## config.mk

```make
export PLATFORM = sky130hd
export DESIGN_NAME = card_power_switch_control
export DESIGN_NICKNAME = d
export VERILOG_FILES = /design/src/common/card_pwr_pkg.sv /design/src/rtl/card_power_switch_control.sv
export SDC_FILE = /design/constraint.sdc
export NUM_CORES = 1
export LEC_CHECK = 0
export BUFFER_PORTS_ARGS = -buffer_cell sky130_fd_sc_hd__buf_2
export CELL_PAD_IN_SITES_DETAIL_PLACEMENT = 1
export CELL_PAD_IN_SITES_GLOBAL_PLACEMENT = 1
export CORE_MARGIN = 1.5
export CORE_UTILIZATION = 41
export DETAILED_ROUTE_END_ITERATION = 10
export PLACE_DENSITY_LB_ADDON = 0.1
export SLEW_MARGIN = 20
export SYNTH_ARGS = -nofsm -noshare
export SYNTH_HDL_FRONTEND = slang
export SYNTH_SLANG_ARGS = --single-unit
```

## constraint.sdc

```tcl
create_clock -name clk_sys -period 3.04 [get_ports clk_sys]
set_clock_uncertainty 0.05 [all_clocks]
set_input_delay 0.76 -clock clk_sys [delete_from_list [all_inputs] [get_ports clk_sys]]
set_output_delay 0.76 -clock clk_sys [all_outputs]
set_load 0.005 [all_outputs]
```

## src/common/card_pwr_pkg.sv

```systemverilog
package card_pwr_pkg;

  // sizes of the control word and of the output set
  localparam int WORD_BITS      = 11;
  localparam int RAIL_COUNT     = 4;
  localparam int SLOT_COUNT     = 2;
  localparam int RAILS_PER_SLOT = 2;
  localparam int SELECT_BITS    = 4;
  localparam int IRQ_BITS       = 4;
  localparam int OFFSET_BITS    = 8;

  // bit positions inside the serial control word
  localparam int BIT_A_AUX_SEL0 = 0;
  localparam int BIT_A_AUX_SEL1 = 1;
  localparam int BIT_A_VCC_LO   = 2;
  localparam int BIT_A_VCC_HI   = 3;
  localparam int BIT_B_AUX_SEL0 = 4;
  localparam int BIT_B_AUX_SEL1 = 5;
  localparam int BIT_B_VCC_HI   = 6;
  localparam int BIT_B_VCC_LO   = 7;
  localparam int SHUTDOWN_BIT   = 8;
  localparam int BIT_A_AUX_HV   = 9;
  localparam int BIT_B_AUX_HV   = 10;

  // rail order on the railCtrl port
  localparam int RAIL_A_VCC = 0;
  localparam int RAIL_A_AUX = 1;
  localparam int RAIL_B_VCC = 2;
  localparam int RAIL_B_AUX = 3;

  // commanded level of one rail
  typedef logic [2:0] level_t;
  localparam level_t LVL_ZERO = 3'h0;
  localparam level_t LVL_1V8  = 3'h1;
  localparam level_t LVL_3V3  = 3'h2;
  localparam level_t LVL_5V0  = 3'h3;
  localparam level_t LVL_HIZ  = 3'h4;
  typedef level_t [RAIL_COUNT-1:0] levels_t;

  // register byte offsets
  localparam logic [OFFSET_BITS-1:0] REG_CONTROL    = 8'h00;
  localparam logic [OFFSET_BITS-1:0] REG_STATUS     = 8'h04;
  localparam logic [OFFSET_BITS-1:0] REG_WORD       = 8'h08;
  localparam logic [OFFSET_BITS-1:0] REG_IRQ_STATUS = 8'h0C;
  localparam logic [OFFSET_BITS-1:0] REG_IRQ_MASK   = 8'h10;
  localparam int CTRL_SINGLE_SLOT = 0;

  // interrupt status bits
  localparam int IRQ_WORD_LOADED = 0;
  localparam int IRQ_OVERCURRENT = 1;
  localparam int IRQ_HOT_TRIP    = 2;
  localparam int IRQ_SLOT_COOL   = 3;

  typedef enum logic [1:0] {SLOT_RUN = 2'b01, SLOT_COOL = 2'b10} slot_e;

  // drive of one output rail
  typedef struct packed {
    level_t level;         // commanded level
    logic   lineOn;        // line switch closed
    logic   dischargeOn;   // discharge switch closed
    logic   currentLimit;  // linear limiting active
  } rail_s;

  typedef struct packed {
    logic                   hsel;
    logic [31:0]            haddr;
    logic [1:0]             htrans;
    logic                   hwrite;
    logic [2:0]             hsize;
    logic [31:0]            hwdata;
    logic                   hready;
  } ahb_in_s;

  typedef struct packed {
    logic [31:0]            hrdata;
    logic                   hreadyout;
    logic                   hresp;
  } ahb_out_s;

  // every pin input, sampled as one group
  typedef struct packed {
    logic                   linkClock;
    logic                   linkData;
    logic                   loadStrobe;
    logic                   resetPinN;
    logic                   shutdownPinN;
    logic                   shutdownResetPinN;
    logic [SELECT_BITS-1:0] parallelSelectBits;
    logic [RAIL_COUNT-1:0]  overcurrentFlags;
    logic                   thermalHigh;
    logic                   thermalLow;
    logic                   statusPinIn;
  } pins_s;

  // layout of the status register, bit 0 last
  typedef struct packed {
    logic                   statusPinIn;
    logic                   shutdownActive;
    logic                   resetActive;
    logic [SLOT_COUNT-1:0]  slotCooling;
    logic [RAIL_COUNT-1:0]  overcurrent;
    logic                   thermalLow;
    logic                   thermalHigh;
    logic                   faultReported;
    logic                   wordValid;
  } status_s;

endpackage

```

## src/rtl/card_power_switch_control.sv

```systemverilog
// Function
// - shift serial bit on link clock rise
// - load strobe rise latches 11-bit word
// - reset drives all outputs to 0 V
// - dual stays discharged until new word
// - reset blocks word loading
// - status pin low on any fault
// - limit only the overcurrent output
// - high thermal trip opens every switch; discharge switches stay closed while reset is held
// - low trip disables faulty slot switches
// - re-enable on cooling, repeat while faulty
// - shutdown opens line and discharge switches; while reset is held the rails are discharged instead
// - discharge switch closed at 0 V
// - shutdown pin equals shutdown bit zero
// - reset acts without waiting for link
//
// The implementer's own choices: register access over AHB-Lite and the register addresses.
`timescale 1ns/1ns
module card_power_switch_control (
  input  wire logic                          clk_sys,
  input  wire logic                          reset,
  input  wire card_pwr_pkg::ahb_in_s         ahbIn,
  output card_pwr_pkg::ahb_out_s             ahbOut,
  input  wire logic                          linkClock,
  input  wire logic                          linkData,
  input  wire logic                          loadStrobe,
  input  wire logic                          resetPinN,
  input  wire logic                          shutdownPinN,
  input  wire logic                          shutdownResetPinN,
  input  wire logic [3:0]                    parallelSelectBits,
  input  wire logic [3:0]                    overcurrentFlags,
  input  wire logic                          thermalHigh,
  input  wire logic                          thermalLow,
  input  wire logic                          overcurrentStatusNIn,
  output logic                               overcurrentStatusNOut,
  output logic                               overcurrentStatusNOe,
  output card_pwr_pkg::rail_s [3:0]          railCtrl,
  output logic                               irq
);

  // whole state of the block
  typedef struct packed {
    card_pwr_pkg::pins_s                                     sync1;       // first sampling stage
    card_pwr_pkg::pins_s                                     sync2;       // second sampling stage
    logic                                                    prevClock;   // link clock, one cycle older
    logic                                                    prevStrobe;  // load strobe, one cycle older
    logic [card_pwr_pkg::WORD_BITS-1:0]                      shiftWord;   // serial shift register
    logic [card_pwr_pkg::WORD_BITS-1:0]                      activeWord;  // latched control word
    logic                                                    wordValid;   // word latched since reset
    card_pwr_pkg::slot_e [card_pwr_pkg::SLOT_COUNT-1:0]      slotState;   // low-trip cycle per slot
    logic                                                    singleSlot;  // parallel front end chosen
    logic [card_pwr_pkg::IRQ_BITS-1:0]                       irqStatus;   // sticky events
    logic [card_pwr_pkg::IRQ_BITS-1:0]                       irqMask;     // event enables
    logic [card_pwr_pkg::RAIL_COUNT-1:0]                     prevOver;    // for overcurrent edges
    logic                                                    prevHot;     // for high trip edge
    logic                                                    addrValid;   // bus data phase pending
    logic                                                    addrWrite;   // pending phase is a write
    logic [card_pwr_pkg::OFFSET_BITS-1:0]                    addrOffset;  // pending register offset
    card_pwr_pkg::rail_s [card_pwr_pkg::RAIL_COUNT-1:0]      rails;       // registered rail drive
    logic                                                    statusOe;    // pull status pin low
    logic                                                    statusOut;   // status pin level when driven
    logic                                                    irqOut;      // interrupt level
    logic [31:0]                                             hrdata;      // read data
    logic                                                    hreadyout;   // always ready after reset
    logic                                                    hresp;       // always okay
  } state_s;

  state_s                                s_q;           // registered state
  state_s                                s_d;           // next state
  card_pwr_pkg::pins_s                   pinsNow;       // raw pin group

  // group the pins so both stages are one assignment each
  assign pinsNow = '{linkClock: linkClock, linkData: linkData, loadStrobe: loadStrobe,
                     resetPinN: resetPinN, shutdownPinN: shutdownPinN,
                     shutdownResetPinN: shutdownResetPinN,
                     parallelSelectBits: parallelSelectBits,
                     overcurrentFlags: overcurrentFlags, thermalHigh: thermalHigh,
                     thermalLow: thermalLow, statusPinIn: overcurrentStatusNIn};

  // supply-side select: 00 zero, 01 3.3 V, 10 5 V, 11 zero
  function automatic card_pwr_pkg::level_t vccLevel(input logic hi, input logic lo);
    card_pwr_pkg::level_t lvl;
    unique case ({hi, lo})
      2'h1: lvl = card_pwr_pkg::LVL_3V3;
      2'h2: lvl = card_pwr_pkg::LVL_5V0;
      default: lvl = card_pwr_pkg::LVL_ZERO;
    endcase
    return lvl;
  endfunction

  // auxiliary select: sel0 sel1 pick zero, 3.3/5 V, open or 1.8 V
  function automatic card_pwr_pkg::level_t auxLevel(input logic sel0, input logic sel1, input logic hv);
    card_pwr_pkg::level_t lvl;
    unique case ({sel0, sel1})
      2'h0: lvl = card_pwr_pkg::LVL_ZERO;
      2'h1: lvl = hv ? card_pwr_pkg::LVL_5V0 : card_pwr_pkg::LVL_3V3;
      2'h2: lvl = card_pwr_pkg::LVL_HIZ;
      default: lvl = card_pwr_pkg::LVL_1V8;
    endcase
    return lvl;
  endfunction

  // dual-slot decode of the latched word
  function automatic card_pwr_pkg::levels_t dualLevels(input logic [card_pwr_pkg::WORD_BITS-1:0] w);
    card_pwr_pkg::levels_t lv;
    lv[card_pwr_pkg::RAIL_A_VCC] = vccLevel(w[card_pwr_pkg::BIT_A_VCC_HI], w[card_pwr_pkg::BIT_A_VCC_LO]);
    lv[card_pwr_pkg::RAIL_A_AUX] = auxLevel(w[card_pwr_pkg::BIT_A_AUX_SEL0], w[card_pwr_pkg::BIT_A_AUX_SEL1],
                                            w[card_pwr_pkg::BIT_A_AUX_HV]);
    lv[card_pwr_pkg::RAIL_B_VCC] = vccLevel(w[card_pwr_pkg::BIT_B_VCC_HI], w[card_pwr_pkg::BIT_B_VCC_LO]);
    lv[card_pwr_pkg::RAIL_B_AUX] = auxLevel(w[card_pwr_pkg::BIT_B_AUX_SEL0], w[card_pwr_pkg::BIT_B_AUX_SEL1],
                                            w[card_pwr_pkg::BIT_B_AUX_HV]);
    if (!w[card_pwr_pkg::SHUTDOWN_BIT]) begin
      lv = {card_pwr_pkg::RAIL_COUNT{card_pwr_pkg::LVL_HIZ}};
    end
    return lv;
  endfunction

  // single-slot decode of the four select bits, d[0] is the first select bit
  function automatic card_pwr_pkg::levels_t singleLevels(input logic [card_pwr_pkg::SELECT_BITS-1:0] d);
    card_pwr_pkg::levels_t lv;
    card_pwr_pkg::level_t  vcc;
    card_pwr_pkg::level_t  aux;
    vcc = card_pwr_pkg::LVL_HIZ;
    aux = card_pwr_pkg::LVL_HIZ;
    unique case ({d[0], d[1], d[2], d[3]})
      4'h0: begin
        vcc = card_pwr_pkg::LVL_ZERO;
        aux = card_pwr_pkg::LVL_ZERO;
      end
      4'h4, 4'h5, 4'h6, 4'h7, 4'h8, 4'h9, 4'hA, 4'hB: begin
        // upper pair picks the supply, lower pair the auxiliary level
        vcc = d[0] ? card_pwr_pkg::LVL_5V0 : card_pwr_pkg::LVL_3V3;
        unique case ({d[2], d[3]})
          2'h0: aux = card_pwr_pkg::LVL_ZERO;
          2'h1: aux = card_pwr_pkg::LVL_3V3;
          2'h2: aux = card_pwr_pkg::LVL_5V0;
          default: aux = card_pwr_pkg::LVL_1V8;
        endcase
      end
      4'hD: vcc = card_pwr_pkg::LVL_3V3;
      4'hE: vcc = card_pwr_pkg::LVL_5V0;
      // remaining codes mean shutdown of both rails
      default: vcc = card_pwr_pkg::LVL_HIZ;
    endcase
    lv = {card_pwr_pkg::RAIL_COUNT{card_pwr_pkg::LVL_HIZ}};
    lv[card_pwr_pkg::RAIL_A_VCC] = vcc;
    lv[card_pwr_pkg::RAIL_A_AUX] = aux;
    return lv;
  endfunction

  // turn a commanded level into switch drives
  function automatic card_pwr_pkg::rail_s makeRail(input card_pwr_pkg::level_t lvl,
                                                   input logic disabled, input logic over);
    card_pwr_pkg::rail_s r;
    r.level        = lvl;
    r.lineOn       = !disabled && (lvl == card_pwr_pkg::LVL_1V8 || lvl == card_pwr_pkg::LVL_3V3 ||
                                   lvl == card_pwr_pkg::LVL_5V0);
    r.dischargeOn  = !disabled && (lvl == card_pwr_pkg::LVL_ZERO);
    r.currentLimit = over && r.lineOn;
    return r;
  endfunction

  // next-state logic for the whole block
  always_comb begin
    logic                                    clockRise;
    logic                                    strobeRise;
    logic                                    inReset;
    logic                                    inShutdown;
    logic                                    slotOver;
    logic                                    disabled;
    logic [card_pwr_pkg::IRQ_BITS-1:0]       events;
    logic [card_pwr_pkg::IRQ_BITS-1:0]       clearBits;
    logic [card_pwr_pkg::SLOT_COUNT-1:0]     cooling;
    card_pwr_pkg::levels_t                   cmd;
    card_pwr_pkg::status_s                   stat;
    logic                                    addrPhase;
    clockRise  = 1'b0;
    strobeRise = 1'b0;
    inReset    = 1'b0;
    inShutdown = 1'b0;
    slotOver   = 1'b0;
    disabled   = 1'b0;
    events     = '0;
    clearBits  = '0;
    cooling    = '0;
    cmd        = '0;
    stat       = '0;
    addrPhase  = 1'b0;
    s_d        = s_q;

    s_d.sync1      = pinsNow;
    s_d.sync2      = s_q.sync1;
    s_d.prevClock  = s_q.sync2.linkClock;
    s_d.prevStrobe = s_q.sync2.loadStrobe;
    clockRise      = s_q.sync2.linkClock & ~s_q.prevClock;
    strobeRise     = s_q.sync2.loadStrobe & ~s_q.prevStrobe;
    inReset        = ~s_q.sync2.resetPinN;
    inShutdown     = ~s_q.sync2.shutdownPinN | (s_q.singleSlot & ~s_q.sync2.shutdownResetPinN);

    if (clockRise) begin
      s_d.shiftWord = {s_q.shiftWord[card_pwr_pkg::WORD_BITS-2:0], s_q.sync2.linkData};
    end

    // reset blocks loading; a strobe rise loads the word held before this cycle's shift
    if (inReset) begin
      s_d.wordValid = 1'b0;
    end else if (strobeRise) begin
      s_d.activeWord = s_q.shiftWord;
      s_d.wordValid  = 1'b1;
      events[card_pwr_pkg::IRQ_WORD_LOADED] = 1'b1;
    end

    // commanded levels from the chosen front end
    if (s_q.singleSlot) begin
      cmd = singleLevels(s_q.sync2.parallelSelectBits);
    end else if (!s_q.wordValid) begin
      cmd = {card_pwr_pkg::RAIL_COUNT{card_pwr_pkg::LVL_ZERO}};
    end else begin
      cmd = dualLevels(s_q.activeWord);
    end
    if (inShutdown) begin
      cmd = {card_pwr_pkg::RAIL_COUNT{card_pwr_pkg::LVL_HIZ}};
    end
    // reset forces zero; it outranks shutdown so cards are always discharged
    if (inReset) begin
      cmd = {card_pwr_pkg::RAIL_COUNT{card_pwr_pkg::LVL_ZERO}};
    end

    // low thermal trip cycle, one machine per slot
    for (int i = 0; i < card_pwr_pkg::SLOT_COUNT; i++) begin
      slotOver = |s_q.sync2.overcurrentFlags[i*card_pwr_pkg::RAILS_PER_SLOT +: card_pwr_pkg::RAILS_PER_SLOT];
      unique case (s_q.slotState[i])
        card_pwr_pkg::SLOT_RUN: begin
          if (s_q.sync2.thermalLow && slotOver) begin
            s_d.slotState[i] = card_pwr_pkg::SLOT_COOL;
            events[card_pwr_pkg::IRQ_SLOT_COOL] = 1'b1;
          end
        end
        card_pwr_pkg::SLOT_COOL: begin
          if (!s_q.sync2.thermalLow) begin
            s_d.slotState[i] = card_pwr_pkg::SLOT_RUN;
          end
        end
        default: s_d.slotState[i] = card_pwr_pkg::SLOT_RUN;
      endcase
      cooling[i] = (s_q.slotState[i] == card_pwr_pkg::SLOT_COOL);
    end

    // rail drives; thermal disables never override reset discharge
    for (int r = 0; r < card_pwr_pkg::RAIL_COUNT; r++) begin
      disabled = !inReset && (s_q.sync2.thermalHigh || cooling[r / card_pwr_pkg::RAILS_PER_SLOT]);
      s_d.rails[r] = makeRail(cmd[r], disabled, s_q.sync2.overcurrentFlags[r]);
    end

    // status pin pulled low on fault
    s_d.statusOe  = (|s_q.sync2.overcurrentFlags) | s_q.sync2.thermalHigh | (|cooling);
    s_d.statusOut = 1'b0;

    // edge events for the interrupt logic
    s_d.prevOver = s_q.sync2.overcurrentFlags;
    s_d.prevHot  = s_q.sync2.thermalHigh;
    if (|(s_q.sync2.overcurrentFlags & ~s_q.prevOver)) begin
      events[card_pwr_pkg::IRQ_OVERCURRENT] = 1'b1;
    end
    if (s_q.sync2.thermalHigh && !s_q.prevHot) begin
      events[card_pwr_pkg::IRQ_HOT_TRIP] = 1'b1;
    end

    // bus data phase: writes land here, one cycle after the address phase
    if (s_q.addrValid && s_q.addrWrite) begin
      unique case (s_q.addrOffset)
        card_pwr_pkg::REG_CONTROL:    s_d.singleSlot = ahbIn.hwdata[card_pwr_pkg::CTRL_SINGLE_SLOT];
        card_pwr_pkg::REG_IRQ_STATUS: clearBits = ahbIn.hwdata[card_pwr_pkg::IRQ_BITS-1:0];
        card_pwr_pkg::REG_IRQ_MASK:   s_d.irqMask = ahbIn.hwdata[card_pwr_pkg::IRQ_BITS-1:0];
        // other offsets take the write and drop it
        default: s_d.irqMask = s_q.irqMask;
      endcase
    end

    // sticky status: a new event beats a clear in the same cycle
    s_d.irqStatus = (s_q.irqStatus & ~clearBits) | events;
    s_d.irqOut    = |(s_d.irqStatus & s_d.irqMask);

    // bus address phase; reads use next-state values so a write just before is seen
    addrPhase      = ahbIn.hsel && ahbIn.htrans[1] && ahbIn.hready;
    s_d.addrValid  = addrPhase;
    s_d.addrWrite  = ahbIn.hwrite;
    s_d.addrOffset = ahbIn.haddr[card_pwr_pkg::OFFSET_BITS-1:0];
    stat = '{statusPinIn: s_q.sync2.statusPinIn, shutdownActive: inShutdown, resetActive: inReset,
             slotCooling: cooling, overcurrent: s_q.sync2.overcurrentFlags,
             thermalLow: s_q.sync2.thermalLow, thermalHigh: s_q.sync2.thermalHigh,
             faultReported: s_d.statusOe, wordValid: s_d.wordValid};
    s_d.hrdata = '0;
    if (addrPhase && !ahbIn.hwrite) begin
      unique case (ahbIn.haddr[card_pwr_pkg::OFFSET_BITS-1:0])
        card_pwr_pkg::REG_CONTROL:    s_d.hrdata = 32'(s_d.singleSlot);
        card_pwr_pkg::REG_STATUS:     s_d.hrdata = 32'(stat);
        card_pwr_pkg::REG_WORD:       s_d.hrdata = 32'(s_d.activeWord);
        card_pwr_pkg::REG_IRQ_STATUS: s_d.hrdata = 32'(s_d.irqStatus);
        card_pwr_pkg::REG_IRQ_MASK:   s_d.hrdata = 32'(s_d.irqMask);
        // unmapped offsets read as zero
        default: s_d.hrdata = '0;
      endcase
    end
    s_d.hreadyout = 1'b1;
    s_d.hresp     = 1'b0;
  end

  // state register; the clear of everything is safe because rails then read as 0 V with line and discharge switches open
  always_ff @(posedge clk_sys) begin
    if (reset) begin
      s_q              <= '0;
      s_q.slotState[0] <= card_pwr_pkg::SLOT_RUN;
      s_q.slotState[1] <= card_pwr_pkg::SLOT_RUN;
    end else begin
      s_q <= s_d;
    end
  end

  // outputs straight from the state register
  assign ahbOut                = '{hrdata: s_q.hrdata, hreadyout: s_q.hreadyout, hresp: s_q.hresp};
  assign overcurrentStatusNOut = s_q.statusOut;
  assign overcurrentStatusNOe  = s_q.statusOe;
  assign railCtrl              = s_q.rails;
  assign irq                   = s_q.irqOut;

endmodule

```

==> flow_summary.html, run 1 <==
<table>
<tr><th>Metric</th><th>Value</th></tr>
<tr><th colspan="2">Yosys</th></tr>
<tr><td>Synth Cell Area</td><td>4970 um2</td></tr>
<tr><td>Async S/R FF share, synth</td><td>0%</td></tr>
<tr><td>Share of the synthesized area in the top cell type</td><td>51.1%</td></tr>
<tr><td>Number of enable-type register cells in the synthesized netlist</td><td>0</td></tr>
<tr><td>FF+latch count, synth</td><td>127</td></tr>
<tr><td>Number of warnings printed during yosys synthesis</td><td>0</td></tr>
<tr><td>Top cells by instance count after synthesis</td><td>sky130_fd_sc_hd__dfxtp_1 (127), sky130_fd_sc_hd__buf_4 (61), sky130_fd_sc_hd__nor2b_1 (59), sky130_fd_sc_hd__nor2_1 (40), sky130_fd_sc_hd__nand2_1 (35)</td></tr>
<tr><td>Mean instance size in the synthesized netlist</td><td>9.60 um2</td></tr>
<tr><td>Top cells by area in the synthesized netlist</td><td>sky130_fd_sc_hd__dfxtp_1 (51%), sky130_fd_sc_hd__buf_4 (9.2%), sky130_fd_sc_hd__nor2b_1 (7.4%)</td></tr>
<tr><td>Top FF cell, synth</td><td>sky130_fd_sc_hd__dfxtp_1</td></tr>
<tr><td>Cell taking the most area after synthesis</td><td>sky130_fd_sc_hd__dfxtp_1</td></tr>
<tr><td>Netlist cell types</td><td>49</td></tr>
<tr><td>Seq/Total Area, Yosys</td><td>51.1%</td></tr>
<tr><td>Most instantiated library cell after synthesis</td><td>sky130_fd_sc_hd__dfxtp_1</td></tr>
<tr><td>Post-Syn Instances</td><td>518</td></tr>
<tr><th colspan="2">Critical path</th></tr>
<tr><td>Highest fanout seen on the critical path</td><td>12</td></tr>
<tr><td>Crit. End Element</td><td>flop</td></tr>
<tr><td>R2R depth</td><td>4</td></tr>
<tr><td>Startpoint of the worst setup timing path</td><td>s_q[127]$_SDFF_PP0_</td></tr>
<tr><td>CP arrival</td><td>2400 ps</td></tr>
<tr><td>Worst reg2reg path startpoint</td><td>s_q[127]$_SDFF_PP0_</td></tr>
<tr><td>Critical path required time</td><td>3240 ps</td></tr>
<tr><td>CP Launch Type</td><td>flop</td></tr>
<tr><td>CP Class</td><td>flop to flop</td></tr>
<tr><th colspan="2">Clock tree</th></tr>
<tr><td>Maximum root-to-sink buffer count</td><td>2</td></tr>
<tr><td>Count of buffers added by post-CTS timing repair for setup</td><td>0</td></tr>
<tr><td>Clock network latency to the later pin of the worst-skew pair</td><td>420 ps</td></tr>
<tr><td>Maximum level of the CTS H-tree</td><td>4</td></tr>
<tr><td>Hold bufs inserted after CTS</td><td>0</td></tr>
<tr><td>Clock tree from TritonCTS</td><td>done</td></tr>
<tr><td>Gates resized, CTS repair</td><td>0</td></tr>
<tr><td>Clock root buffer master</td><td>sky130_fd_sc_hd__clkbuf_16</td></tr>
<tr><td>Number of buffers created by CTS</td><td>17</td></tr>
<tr><td>Clock sink count</td><td>127</td></tr>
<tr><td>Clock-pin slew of the registers on the worst-case setup and hold paths</td><td>60 ps</td></tr>
<tr><th colspan="2">Detailed routing</th></tr>
<tr><td>Mean routed wirelength per cell</td><td>15.2 um</td></tr>
<tr><td>Initial drt markers</td><td>101</td></tr>
<tr><td>Via count of the routed design</td><td>3465</td></tr>
<tr><td>Vias per std cell</td><td>4.82</td></tr>
<tr><td>Number of DRC violations after detailed routing</td><td>0</td></tr>
<tr><td>Number of optimization iterations in the first detailed-route pass</td><td>4</td></tr>
<tr><td>Antenna Nets Post-Route</td><td>0</td></tr>
<tr><td>Total wire length</td><td>11000 um</td></tr>
<tr><th colspan="2">Cells and area</th></tr>
<tr><td>Number of diodes added for antenna fixing</td><td>0</td></tr>
<tr><td>Proportion of layout cells with a drive suffix above 1</td><td>20.8%</td></tr>
<tr><td>Layout Cells excl Fill</td><td>719</td></tr>
<tr><td>Multi-input gate area in the final layout</td><td>1900 um2</td></tr>
<tr><td>Filler cell count in the final layout</td><td>1408</td></tr>
<tr><td>Relative area change from synthesis to final layout</td><td>14.8%</td></tr>
<tr><td>Area taken by flip-flops and latches</td><td>2540 um2</td></tr>
<tr><td>Layout Nets</td><td>659</td></tr>
<tr><th colspan="2">Placement</th></tr>
<tr><td>Port Buf Inserts</td><td>74</td></tr>
<tr><td>Count of placed standard cells including taps</td><td>687</td></tr>
<tr><td>HPWL after detailed placement</td><td>7850 um</td></tr>
<tr><td>Weighted congestion at the end of routability-driven global placement</td><td>0.759</td></tr>
<tr><th colspan="2">Flow run</th></tr>
<tr><td>Number of max-capacitance violations reported</td><td>0</td></tr>
<tr><th colspan="2">Floorplan</th></tr>
<tr><td>Initial cell density of the core</td><td>41.7%</td></tr>
<tr><td>Horizontal die dimension</td><td>113 um</td></tr>
<tr><td>Floorplan die area</td><td>12800 um2</td></tr>
<tr><td>Die outline height</td><td>113 um</td></tr>
<tr><td>Core outline area</td><td>11900 um2</td></tr>
<tr><td>IO Count</td><td>152</td></tr>
<tr><td>Row cnt</td><td>40</td></tr>
<tr><th colspan="2">Hold path</th></tr>
<tr><td>Launch instance of the worst min-delay path</td><td>s_d[124]$_SDFF_PP0_</td></tr>
<tr><td>Cell count of the worst hold path</td><td>1</td></tr>
<tr><td>Min-delay worst type</td><td>flop to flop</td></tr>
<tr><th colspan="2">Timing</th></tr>
<tr><td>Actual slew at the worst max-slew pin</td><td>918 ps</td></tr>
<tr><td>Time the worst path needs with I/O delays and setup</td><td>2200 ps</td></tr>
<tr><td>Setup violations, final</td><td>0</td></tr>
<tr><td>Hold slack final</td><td>384 ps</td></tr>
<tr><td>Unrepaired setup endpoints after global routing</td><td>no</td></tr>
<tr><td>Max-Slew Margin vs Limit</td><td>38.8%</td></tr>
<tr><td>Fraction of the cycle the final worst path needs</td><td>72.3%</td></tr>
<tr><td>Highest clock frequency the design can meet</td><td>0.455 GHz</td></tr>
<tr><td>Sum of negative setup slack</td><td>0 ps</td></tr>
<tr><td>Number of max-slew violations in the final report</td><td>0</td></tr>
<tr><td>Number of hold violations in the final report</td><td>0</td></tr>
<tr><th colspan="2">GRT</th></tr>
<tr><td>GRT Residual Overflow</td><td>0</td></tr>
<tr><td>GRT Total Usage</td><td>18.6%</td></tr>
<tr><td>Number of antenna violations at the first check in global routing</td><td>0</td></tr>
<tr><td>Largest net degree at the start of global routing</td><td>91</td></tr>
<tr><td>Via count of the first global-routing pass</td><td>3501</td></tr>
<tr><td>Wire length of the first global-routing pass</td><td>17700 um</td></tr>
<tr><th colspan="2">Power</th></tr>
<tr><td>Total power per unit cell area</td><td>678 nW/um2</td></tr>
<tr><td>Leakage</td><td>2.48 nW</td></tr>
<tr><td>Largest vdd supply drop</td><td>0.342 mV</td></tr>
<tr><th colspan="2">Run status</th></tr>
<tr><td>Result of the run</td><td>complete, no violations</td></tr>
</table>
==> where the power goes <==
group / switching, mW / internal [mW] / leakage (nW)
registers: 0.0210 / 1.71 / 1.04
clock network: 0.777 / 1.22 / 0.274
logic: 0.0847 / 0.0587 / 1.17
total: 0.883 / 2.98 / 2.48
==> state kept, by name (all words and copies together) (netlist names) <==
register and cells:
irq 1, s_q 63, overcurrentStatusNOe 1, railCtrl 24, ahbOut 14, s_d 24
==> layout by cell type (no fill, tap or decap), types with 5 or more instances in the layout <==
master	instances
sky130_fd_sc_hd__a21oi_1	27
sky130_fd_sc_hd__nor2_1	40
sky130_fd_sc_hd__clkbuf_16	17
sky130_fd_sc_hd__inv_1	20
sky130_fd_sc_hd__nor3_1	9
sky130_fd_sc_hd__and3_1	5
sky130_fd_sc_hd__buf_2	74
sky130_fd_sc_hd__and2_1	6
sky130_fd_sc_hd__ha_1	9
sky130_fd_sc_hd__nor2b_1	59
sky130_fd_sc_hd__nand2_1	35
sky130_fd_sc_hd__nand2b_1	12
sky130_fd_sc_hd__mux2i_1	16
sky130_fd_sc_hd__a31oi_1	5
sky130_fd_sc_hd__dfxtp_1	127
sky130_fd_sc_hd__conb_1	21
sky130_fd_sc_hd__nand4_1	5
sky130_fd_sc_hd__o21ai_0	5
sky130_fd_sc_hd__buf_4	6
==> cell type report <==
cell class	instances	share of cell area, %
repair buffers	80	7.28
flip-flops and latches	127	44.6
multi-input cells	313	33.3
clock inverters	14	2.81
inverters	20	1.32
well taps	147	3.22
clock buffers	18	7.52
==> worst max-delay path: stages (launching register included) <==
cell and delay (ps):
sky130_fd_sc_hd__dfxtp_1 660, sky130_fd_sc_hd__o211ai_1 370, sky130_fd_sc_hd__a21oi_1 350, sky130_fd_sc_hd__nor2_1 90
sky130_fd_sc_hd__a2111oi_0 520
==> metrics by stage <==
step                      worst slack (ps)  util [%]  instance area [um2]  power, mW
final                                  842      47.9                 5710       3.87
after floorplan                        890         -                 5050       1.87
after detailed placement               456      43.0                 5120       1.91
after CTS                              730      47.9                 5710       3.91
after global placement                 493      43.0                 5120       1.90
after global routing                   597      47.9                 5710       4.02
==> worst paths after layout <==
path         slack (ps)                     end
max                 840  railCtrl[0]$_SDFF_PP0_
min                 380     s_q[124]$_SDFF_PP0_
max reg2reg         840  railCtrl[0]$_SDFF_PP0_
min reg2reg         380     s_q[124]$_SDFF_PP0_
==> layer usage <==
| layer | track usage (%) | vias to the layer above | wire [um] | share of wire [%] |
|---|---|---|---|---|
| met3 | 4.77 | 14 | 435 | 4.0 |
| met2 | 31.8 | 92 | 5530 | 50 |
| met1 | 21.8 | 1652 | 4800 | 44 |
| met5 | 0 | - | 0 | 0 |
| met4 | 8.75 | 0 | 198 | 1.8 |
| li1 | - | 1707 | - | - |
==> logic make-up (layout without fill, tap and decap cells) <==
kind of cell,Yosys count,count (layout),synth area share (%)
AOI/OAI and AO/OA,65,65,8.21
adders and majority gates,9,9,2.27
DFF,127,127,51.1
other,1,21,0.0754
and+or+nand+nor,202,202,22.9
buffers and inverters,98,132,12.2
muxes,16,16,3.22
Note: power is estimated with default switching activity, not from simulation.
==> inputs of run 2 (changes only) <==
--- a/config.mk
+++ b/config.mk
@@ -9,7 +9,7 @@
 export CELL_PAD_IN_SITES_DETAIL_PLACEMENT = 1
 export CELL_PAD_IN_SITES_GLOBAL_PLACEMENT = 1
 export CORE_MARGIN = 1.5
-export CORE_UTILIZATION = 41
+export CORE_UTILIZATION = 34
 export DETAILED_ROUTE_END_ITERATION = 10
 export PLACE_DENSITY_LB_ADDON = 0.1
 export SLEW_MARGIN = 20
==> constraint.sdc (replaced) <==
create_clock -name clk_sys -period 1.99 [get_ports clk_sys]
set_clock_uncertainty 0.05 [all_clocks]
set_input_delay 0.4975 -clock clk_sys [delete_from_list [all_inputs] [get_ports clk_sys]]
set_output_delay 0.4975 -clock clk_sys [all_outputs]
set_load 0.005 [all_outputs]
==> flow_summary.html, run 2 (same netlist as run 1, synthesis figures left out) <==
<table>
<tr><th>Metric</th><th>Value</th></tr>
<tr><th colspan="2">Power</th></tr>
<tr><td>Leakage</td><td>2.59 nW</td></tr>
<tr><td>Fraction of power spent switching nets</td><td>20.1%</td></tr>
<tr><td>Total power per unit cell area</td><td>999 nW/um2</td></tr>
<tr><td>PnR Total Power</td><td>5.92 mW</td></tr>
<tr><td>Part of the total power dissipated in sequential elements</td><td>44.5%</td></tr>
<tr><td>Combinational group share of total power</td><td>4.0%</td></tr>
<tr><td>Largest vdd supply drop</td><td>0.555 mV</td></tr>
<tr><td>Share of total power in the clock network</td><td>51.4%</td></tr>
<tr><td>Psw</td><td>1.19 mW</td></tr>
<tr><td>Internal cell power</td><td>4.73 mW</td></tr>
<tr><th colspan="2">Clock tree</th></tr>
<tr><td>Maximum root-to-sink buffer count</td><td>2</td></tr>
<tr><td>Clock network latency to the later pin of the worst-skew pair</td><td>410 ps</td></tr>
<tr><td>Maximum level of the CTS H-tree</td><td>4</td></tr>
<tr><td>Clock root buffer master</td><td>sky130_fd_sc_hd__clkbuf_16</td></tr>
<tr><td>Clock tree from TritonCTS</td><td>done</td></tr>
<tr><td>Clock sink count</td><td>127</td></tr>
<tr><td>Hold bufs inserted after CTS</td><td>0</td></tr>
<tr><td>Number of buffers created by CTS</td><td>17</td></tr>
<tr><td>Clock-pin slew of the registers on the worst-case setup and hold paths</td><td>50 ps</td></tr>
<tr><th colspan="2">Critical path</th></tr>
<tr><td>Cells along the critical path</td><td>inv_1 &gt; ha_1 &gt; a21o_1 &gt; nor3_1 &gt; a211o_1 &gt; a2111oi_0</td></tr>
<tr><td>CP arrival</td><td>2060 ps</td></tr>
<tr><td>CP Launch Type</td><td>flop</td></tr>
<tr><td>WP buf/inv</td><td>1</td></tr>
<tr><td>Maximum cell stage delay along the critical path</td><td>460 ps</td></tr>
<tr><td>Top delay family on crit path</td><td>compound AO/OA/AOI/OAI gates</td></tr>
<tr><td>Highest fanout seen on the critical path</td><td>4</td></tr>
<tr><td>CP Class</td><td>flop to flop</td></tr>
<tr><td>Crit. End Element</td><td>flop</td></tr>
<tr><td>Cell with the biggest individual delay on the critical path</td><td>sky130_fd_sc_hd__a2111oi_0</td></tr>
<tr><td>Critical path required time</td><td>2210 ps</td></tr>
<tr><th colspan="2">Cells and area</th></tr>
<tr><td>Largest reg by FF count</td><td>s_q</td></tr>
<tr><td>Utilization after layout</td><td>41.1%</td></tr>
<tr><td>Relative area change from synthesis to final layout</td><td>19.3%</td></tr>
<tr><td>Layout Cells excl Fill</td><td>773</td></tr>
<tr><td>Largest register FFs</td><td>63</td></tr>
<tr><td>Most common cell after layout, fill and taps aside</td><td>sky130_fd_sc_hd__dfxtp_1</td></tr>
<tr><td>Proportion of layout cells with a drive suffix above 1</td><td>22.9%</td></tr>
<tr><td>Layout Nets</td><td>677</td></tr>
<tr><td>Commonest non-fill, non-tap cells in the layout</td><td>sky130_fd_sc_hd__dfxtp_1 (127), sky130_fd_sc_hd__buf_2 (74), sky130_fd_sc_hd__nor2b_1 (59)</td></tr>
<tr><td>Number of diodes added for antenna fixing</td><td>0</td></tr>
<tr><td>Filler cell count in the final layout</td><td>1660</td></tr>
<tr><td>Design Area, Final</td><td>5930 um2</td></tr>
<tr><th colspan="2">Placement</th></tr>
<tr><td>Setup WS pre-CTS</td><td>-240 ps</td></tr>
<tr><td>Weighted congestion at the end of routability-driven global placement</td><td>0.780</td></tr>
<tr><td>Count of placed standard cells including taps</td><td>741</td></tr>
<tr><td>HPWL after detailed placement</td><td>8420 um</td></tr>
<tr><td>Placed cell area</td><td>5330 um2</td></tr>
<tr><td>Port Buf Inserts</td><td>74</td></tr>
<tr><th colspan="2">Detailed routing</th></tr>
<tr><td>Antenna Nets Post-Route</td><td>0</td></tr>
<tr><td>Mean routed wirelength per cell</td><td>14.6 um</td></tr>
<tr><td>Vias per std cell</td><td>4.57</td></tr>
<tr><td>Via count of the routed design</td><td>3535</td></tr>
<tr><td>Total wire length</td><td>11300 um</td></tr>
<tr><td>Number of optimization iterations in the first detailed-route pass</td><td>4</td></tr>
<tr><td>Number of DRC violations after detailed routing</td><td>0</td></tr>
<tr><td>Initial drt markers</td><td>119</td></tr>
<tr><th colspan="2">Timing</th></tr>
<tr><td>Final WS setup</td><td>149 ps</td></tr>
<tr><td>Hold slack final</td><td>248 ps</td></tr>
<tr><td>Max-Slew Margin vs Limit</td><td>63.9%</td></tr>
<tr><td>Actual slew at the worst max-slew pin</td><td>539 ps</td></tr>
<tr><td>Sum of negative setup slack</td><td>0 ps</td></tr>
<tr><td>Fraction of the cycle the final worst path needs</td><td>92.5%</td></tr>
<tr><td>Time the worst path needs with I/O delays and setup</td><td>1840 ps</td></tr>
<tr><td>Unrepaired setup endpoints after global routing</td><td>yes</td></tr>
<tr><td>Setup violations, final</td><td>0</td></tr>
<tr><td>Highest clock frequency the design can meet</td><td>0.543 GHz</td></tr>
<tr><td>Number of max-slew violations in the final report</td><td>0</td></tr>
<tr><td>Number of hold violations in the final report</td><td>0</td></tr>
<tr><th colspan="2">GRT</th></tr>
<tr><td>Largest net degree at the start of global routing</td><td>91</td></tr>
<tr><td>GRT Total Usage</td><td>15.9%</td></tr>
<tr><td>GRT Residual Overflow</td><td>0</td></tr>
<tr><td>Via count of the first global-routing pass</td><td>3533</td></tr>
<tr><td>Number of antenna violations at the first check in global routing</td><td>0</td></tr>
<tr><td>Wire length of the first global-routing pass</td><td>18100 um</td></tr>
<tr><th colspan="2">Floorplan</th></tr>
<tr><td>Floorplan die area</td><td>15400 um2</td></tr>
<tr><td>IO Count</td><td>152</td></tr>
<tr><td>Horizontal die dimension</td><td>124 um</td></tr>
<tr><td>Core outline area</td><td>14400 um2</td></tr>
<tr><td>Row cnt</td><td>44</td></tr>
<tr><td>Initial cell density of the core</td><td>34.5%</td></tr>
<tr><td>Die outline height</td><td>124 um</td></tr>
<tr><th colspan="2">Flow run</th></tr>
<tr><td>Number of max-capacitance violations reported</td><td>0</td></tr>
<tr><th colspan="2">Hold path</th></tr>
<tr><td>Min-delay worst type</td><td>input pin to flop</td></tr>
<tr><th colspan="2">Run status</th></tr>
<tr><td>Result of the run</td><td>complete, no violations</td></tr>
</table>
run 2: cell count changes in the layout (fill, tap and decap cells not counted), sizes merged:
cell,previous run,this run
inv,24,20
bufinv,2,3
buf,80,98
clkbuf,18,24
clkinvlp,4,0
run 2: layer usage:
metal | GRT usage [%] | wire, um | vias to the layer above
met2 | 26.9 | 5480 | 86
met5 | 0 | 0 | -
met4 | 6.82 | 190 | 0
met1 | 19.4 | 5100 | 1682
met3 | 3.85 | 545 | 14
li1 | - | - | 1753
run 2: worst paths after layout:
kind	startpoint	end	slack (ps)	cells after the start
setup reg to reg	s_q[121]$_SDFF_PP0_	railCtrl[1]$_SDFF_PP0_	150	6
setup / recovery	s_q[121]$_SDFF_PP0_	railCtrl[1]$_SDFF_PP0_	150	6
hold / removal	thermalHigh	s_d[116]$_SDFF_PP0_	250	2
hold reg to reg	s_d[116]$_SDFF_PP0_	s_d[71]$_SDFF_PP0_	390	1
run 2: power by group through the flow:
| stage | Combinational (mW) | Sequential [mW] | Clock, mW |
|---|---|---|---|
| final | 0.239 | 2.64 | 3.05 |
| after detailed placement | 0.242 | 2.69 | 0 |
| after global routing | 0.271 | 2.64 | 3.24 |
| after global placement | 0.238 | 2.69 | 0 |
| after floorplan | 0.176 | 2.68 | 0 |
| after CTS | 0.243 | 2.64 | 3.12 |
run 2: cell type report:
type                            instances  area (um2)  area share, %
Inverter                               20        75.1           1.27
Timing Repair Buffer                   98         588           9.92
Sequential cell                       127        2540           42.9
Clock inverter                          7         110           1.86
Multi-Input combinational cell        313        1910           32.3
Tap cell                              184         230           3.88
Clock buffer                           24         472           7.95
run 2: worst register-to-register path, delay by kind of cell, from the launching register on:
kind            cells  cell delay (ps)
simple gates        1               60
buf+inv             1               60
fa+ha+maj           1              290
compound gates      3              880
flops               1              350
run 2: repair_timing:
| item | in CTS | in global routing |
|---|---|---|
| gates resized for setup | 0 | 4 |
| buffers inserted | 0 | 1 |
| endpoints found under the setup margin | 0 | 4 |
==> inputs of run 3 (changes only) <==
--- a/config.mk
+++ b/config.mk
@@ -12,6 +12,7 @@
 export CORE_UTILIZATION = 34
 export DETAILED_ROUTE_END_ITERATION = 10
 export PLACE_DENSITY_LB_ADDON = 0.1
+export REMOVE_ABC_BUFFERS = 1
 export SLEW_MARGIN = 20
 export SYNTH_ARGS = -nofsm -noshare
 export SYNTH_HDL_FRONTEND = slang
==> flow_summary.html, run 3 (same netlist as run 1, synthesis figures left out) <==
<table>
<tr><th>Metric</th><th>Value</th></tr>
<tr><th colspan="2">Critical path</th></tr>
<tr><td>CP Launch Type</td><td>flop</td></tr>
<tr><td>CP Class</td><td>flop to flop</td></tr>
<tr><td>Highest fanout seen on the critical path</td><td>3</td></tr>
<tr><td>Critical path required time</td><td>2220 ps</td></tr>
<tr><td>Crit Reg-Reg Endpoint</td><td>railCtrl[0]$_SDFF_PP0_</td></tr>
<tr><td>CP arrival</td><td>2140 ps</td></tr>
<tr><td>R2R setup slack</td><td>80 ps</td></tr>
<tr><td>Crit. End Element</td><td>flop</td></tr>
<tr><td>R2R depth</td><td>6</td></tr>
<tr><td>Worst reg2reg path startpoint</td><td>s_q[92]$_SDFF_PP0_</td></tr>
<tr><th colspan="2">Timing</th></tr>
<tr><td>Time the worst path needs with I/O delays and setup</td><td>1910 ps</td></tr>
<tr><td>Highest clock frequency the design can meet</td><td>0.524 GHz</td></tr>
<tr><td>Hold slack final</td><td>244 ps</td></tr>
<tr><td>Number of hold violations in the final report</td><td>0</td></tr>
<tr><td>Unrepaired setup endpoints after global routing</td><td>yes</td></tr>
<tr><td>Setup violations, final</td><td>0</td></tr>
<tr><td>Actual slew at the worst max-slew pin</td><td>503 ps</td></tr>
<tr><td>Max-Slew Margin vs Limit</td><td>66.5%</td></tr>
<tr><td>Fraction of the cycle the final worst path needs</td><td>95.9%</td></tr>
<tr><td>Final WS setup</td><td>81.8 ps</td></tr>
<tr><td>Number of max-slew violations in the final report</td><td>0</td></tr>
<tr><td>Sum of negative setup slack</td><td>0 ps</td></tr>
<tr><th colspan="2">Floorplan</th></tr>
<tr><td>Floorplan die area</td><td>15400 um2</td></tr>
<tr><td>IO Count</td><td>152</td></tr>
<tr><td>Initial cell density of the core</td><td>34.5%</td></tr>
<tr><td>Core outline area</td><td>14400 um2</td></tr>
<tr><td>Horizontal die dimension</td><td>124 um</td></tr>
<tr><td>Die outline height</td><td>124 um</td></tr>
<tr><td>Row cnt</td><td>44</td></tr>
<tr><th colspan="2">Cells and area</th></tr>
<tr><td>Number of diodes added for antenna fixing</td><td>0</td></tr>
<tr><td>Largest reg by FF count</td><td>s_q</td></tr>
<tr><td>Relative area change from synthesis to final layout</td><td>18.8%</td></tr>
<tr><td>Multi-input gate area in the final layout</td><td>1920 um2</td></tr>
<tr><td>Most common cell after layout, fill and taps aside</td><td>sky130_fd_sc_hd__dfxtp_1</td></tr>
<tr><td>Commonest non-fill, non-tap cells in the layout</td><td>sky130_fd_sc_hd__dfxtp_1 (127), sky130_fd_sc_hd__buf_2 (74), sky130_fd_sc_hd__nor2b_1 (59)</td></tr>
<tr><td>Design Area, Final</td><td>5900 um2</td></tr>
<tr><td>Layout Cells excl Fill</td><td>767</td></tr>
<tr><td>Proportion of layout cells with a drive suffix above 1</td><td>22.8%</td></tr>
<tr><td>Largest register FFs</td><td>63</td></tr>
<tr><td>Layout Nets</td><td>670</td></tr>
<tr><td>Area taken by flip-flops and latches</td><td>2540 um2</td></tr>
<tr><td>Utilization after layout</td><td>40.9%</td></tr>
<tr><td>Filler cell count in the final layout</td><td>1639</td></tr>
<tr><th colspan="2">Clock tree</th></tr>
<tr><td>Gates resized, CTS repair</td><td>0</td></tr>
<tr><td>Number of buffers created by CTS</td><td>17</td></tr>
<tr><td>Count of buffers added by post-CTS timing repair for setup</td><td>0</td></tr>
<tr><td>Hold bufs inserted after CTS</td><td>0</td></tr>
<tr><td>Clock root buffer master</td><td>sky130_fd_sc_hd__clkbuf_16</td></tr>
<tr><td>Clock-pin slew of the registers on the worst-case setup and hold paths</td><td>50 ps</td></tr>
<tr><td>Clock network latency to the later pin of the worst-skew pair</td><td>410 ps</td></tr>
<tr><td>Clock sink count</td><td>127</td></tr>
<tr><td>Maximum root-to-sink buffer count</td><td>2</td></tr>
<tr><td>Maximum level of the CTS H-tree</td><td>4</td></tr>
<tr><td>Clock tree from TritonCTS</td><td>done</td></tr>
<tr><th colspan="2">Power</th></tr>
<tr><td>Fraction of power spent switching nets</td><td>20.9%</td></tr>
<tr><td>Internal cell power</td><td>4.75 mW</td></tr>
<tr><td>Share of total power in the clock network</td><td>52.2%</td></tr>
<tr><td>Psw</td><td>1.25 mW</td></tr>
<tr><td>Leakage</td><td>2.57 nW</td></tr>
<tr><td>Total power per unit cell area</td><td>1020 nW/um2</td></tr>
<tr><td>Combinational group share of total power</td><td>4.0%</td></tr>
<tr><td>Part of the total power dissipated in sequential elements</td><td>43.9%</td></tr>
<tr><td>Largest vdd supply drop</td><td>0.671 mV</td></tr>
<tr><td>PnR Total Power</td><td>6.01 mW</td></tr>
<tr><th colspan="2">Detailed routing</th></tr>
<tr><td>Total wire length</td><td>11200 um</td></tr>
<tr><td>Via count of the routed design</td><td>3447</td></tr>
<tr><td>Mean routed wirelength per cell</td><td>14.6 um</td></tr>
<tr><td>Number of optimization iterations in the first detailed-route pass</td><td>6</td></tr>
<tr><td>Initial drt markers</td><td>119</td></tr>
<tr><td>Vias per std cell</td><td>4.49</td></tr>
<tr><td>Antenna Nets Post-Route</td><td>0</td></tr>
<tr><td>Number of DRC violations after detailed routing</td><td>0</td></tr>
<tr><th colspan="2">Placement</th></tr>
<tr><td>Setup WS pre-CTS</td><td>-190 ps</td></tr>
<tr><td>Placed cell area</td><td>5270 um2</td></tr>
<tr><td>Port Buf Inserts</td><td>74</td></tr>
<tr><td>HPWL after detailed placement</td><td>7970 um</td></tr>
<tr><td>Weighted congestion at the end of routability-driven global placement</td><td>0.728</td></tr>
<tr><td>Count of placed standard cells including taps</td><td>735</td></tr>
<tr><th colspan="2">GRT</th></tr>
<tr><td>Via count of the first global-routing pass</td><td>3460</td></tr>
<tr><td>Number of antenna violations at the first check in global routing</td><td>0</td></tr>
<tr><td>GRT Total Usage</td><td>15.6%</td></tr>
<tr><td>GRT Residual Overflow</td><td>0</td></tr>
<tr><td>Wire length of the first global-routing pass</td><td>17700 um</td></tr>
<tr><td>Largest net degree at the start of global routing</td><td>91</td></tr>
<tr><th colspan="2">Hold path</th></tr>
<tr><td>Hold worst-path end</td><td>s_d[118]$_SDFF_PP0_</td></tr>
<tr><td>Launch instance of the worst min-delay path</td><td>overcurrentFlags[1]</td></tr>
<tr><td>Cell count of the worst hold path</td><td>2</td></tr>
<tr><td>Min-delay worst type</td><td>input pin to flop</td></tr>
<tr><th colspan="2">Flow run</th></tr>
<tr><td>Number of max-capacitance violations reported</td><td>0</td></tr>
<tr><th colspan="2">Run status</th></tr>
<tr><td>Result of the run</td><td>complete, no violations</td></tr>
</table>
## run 3: final cells by class
type / count / share of cell area (%)
Sequential cell: 127 / 43.1
Multi-Input combinational cell: 313 / 32.5
Timing Repair Buffer: 91 / 8.86
Clock buffer: 24 / 8.67
Tap cell: 184 / 3.90
Clock inverter: 8 / 1.74
Inverter: 20 / 1.27
## run 3: worst max-delay path by stage
stage          cells after the start  slack, ps                      to           startpoint
2_1_floorplan                      5        -30    ahbOut[2]$_SDFF_PP0_            ahbIn[40]
3_3_place_gp                       8       -230    ahbOut[7]$_SDFF_PP0_            ahbIn[40]
3_5_place_dp                       8       -190    ahbOut[7]$_SDFF_PP0_            ahbIn[40]
4_1_cts                            7         20  railCtrl[0]$_SDFF_PP0_  s_q[121]$_SDFF_PP0_
5_1_grt                            7        -70  railCtrl[0]$_SDFF_PP0_  s_q[121]$_SDFF_PP0_
6_report                           6         80  railCtrl[0]$_SDFF_PP0_   s_q[92]$_SDFF_PP0_
## run 3: metal layers
layer	vias to the layer above	global-route usage (%)	part of all wire (%)
met1	1634	18.7	46
met5	-	0	0
met4	0	5.75	1.1
met2	59	26.3	49
li1	1742	-	-
met3	12	4.85	3.7
## run 3: power groups by stage
stage | combinational [mW] | clock, mW | sequential, mW
after floorplan | 0.106 | 0 | 2.68
after detailed placement | 0.240 | 0 | 2.69
final | 0.238 | 3.13 | 2.64
after global routing | 0.270 | 3.33 | 2.64
after global placement | 0.235 | 0 | 2.69
after CTS | 0.242 | 3.21 | 2.63
## run 3: critical path, stage by stage, from the launching register on
cell,delay (ps)
sky130_fd_sc_hd__dfxtp_1,330
sky130_fd_sc_hd__inv_1,50
sky130_fd_sc_hd__ha_1,280
sky130_fd_sc_hd__or3_1,370
sky130_fd_sc_hd__a21oi_1,230
sky130_fd_sc_hd__nor2_1,100
sky130_fd_sc_hd__a2111oi_1,380
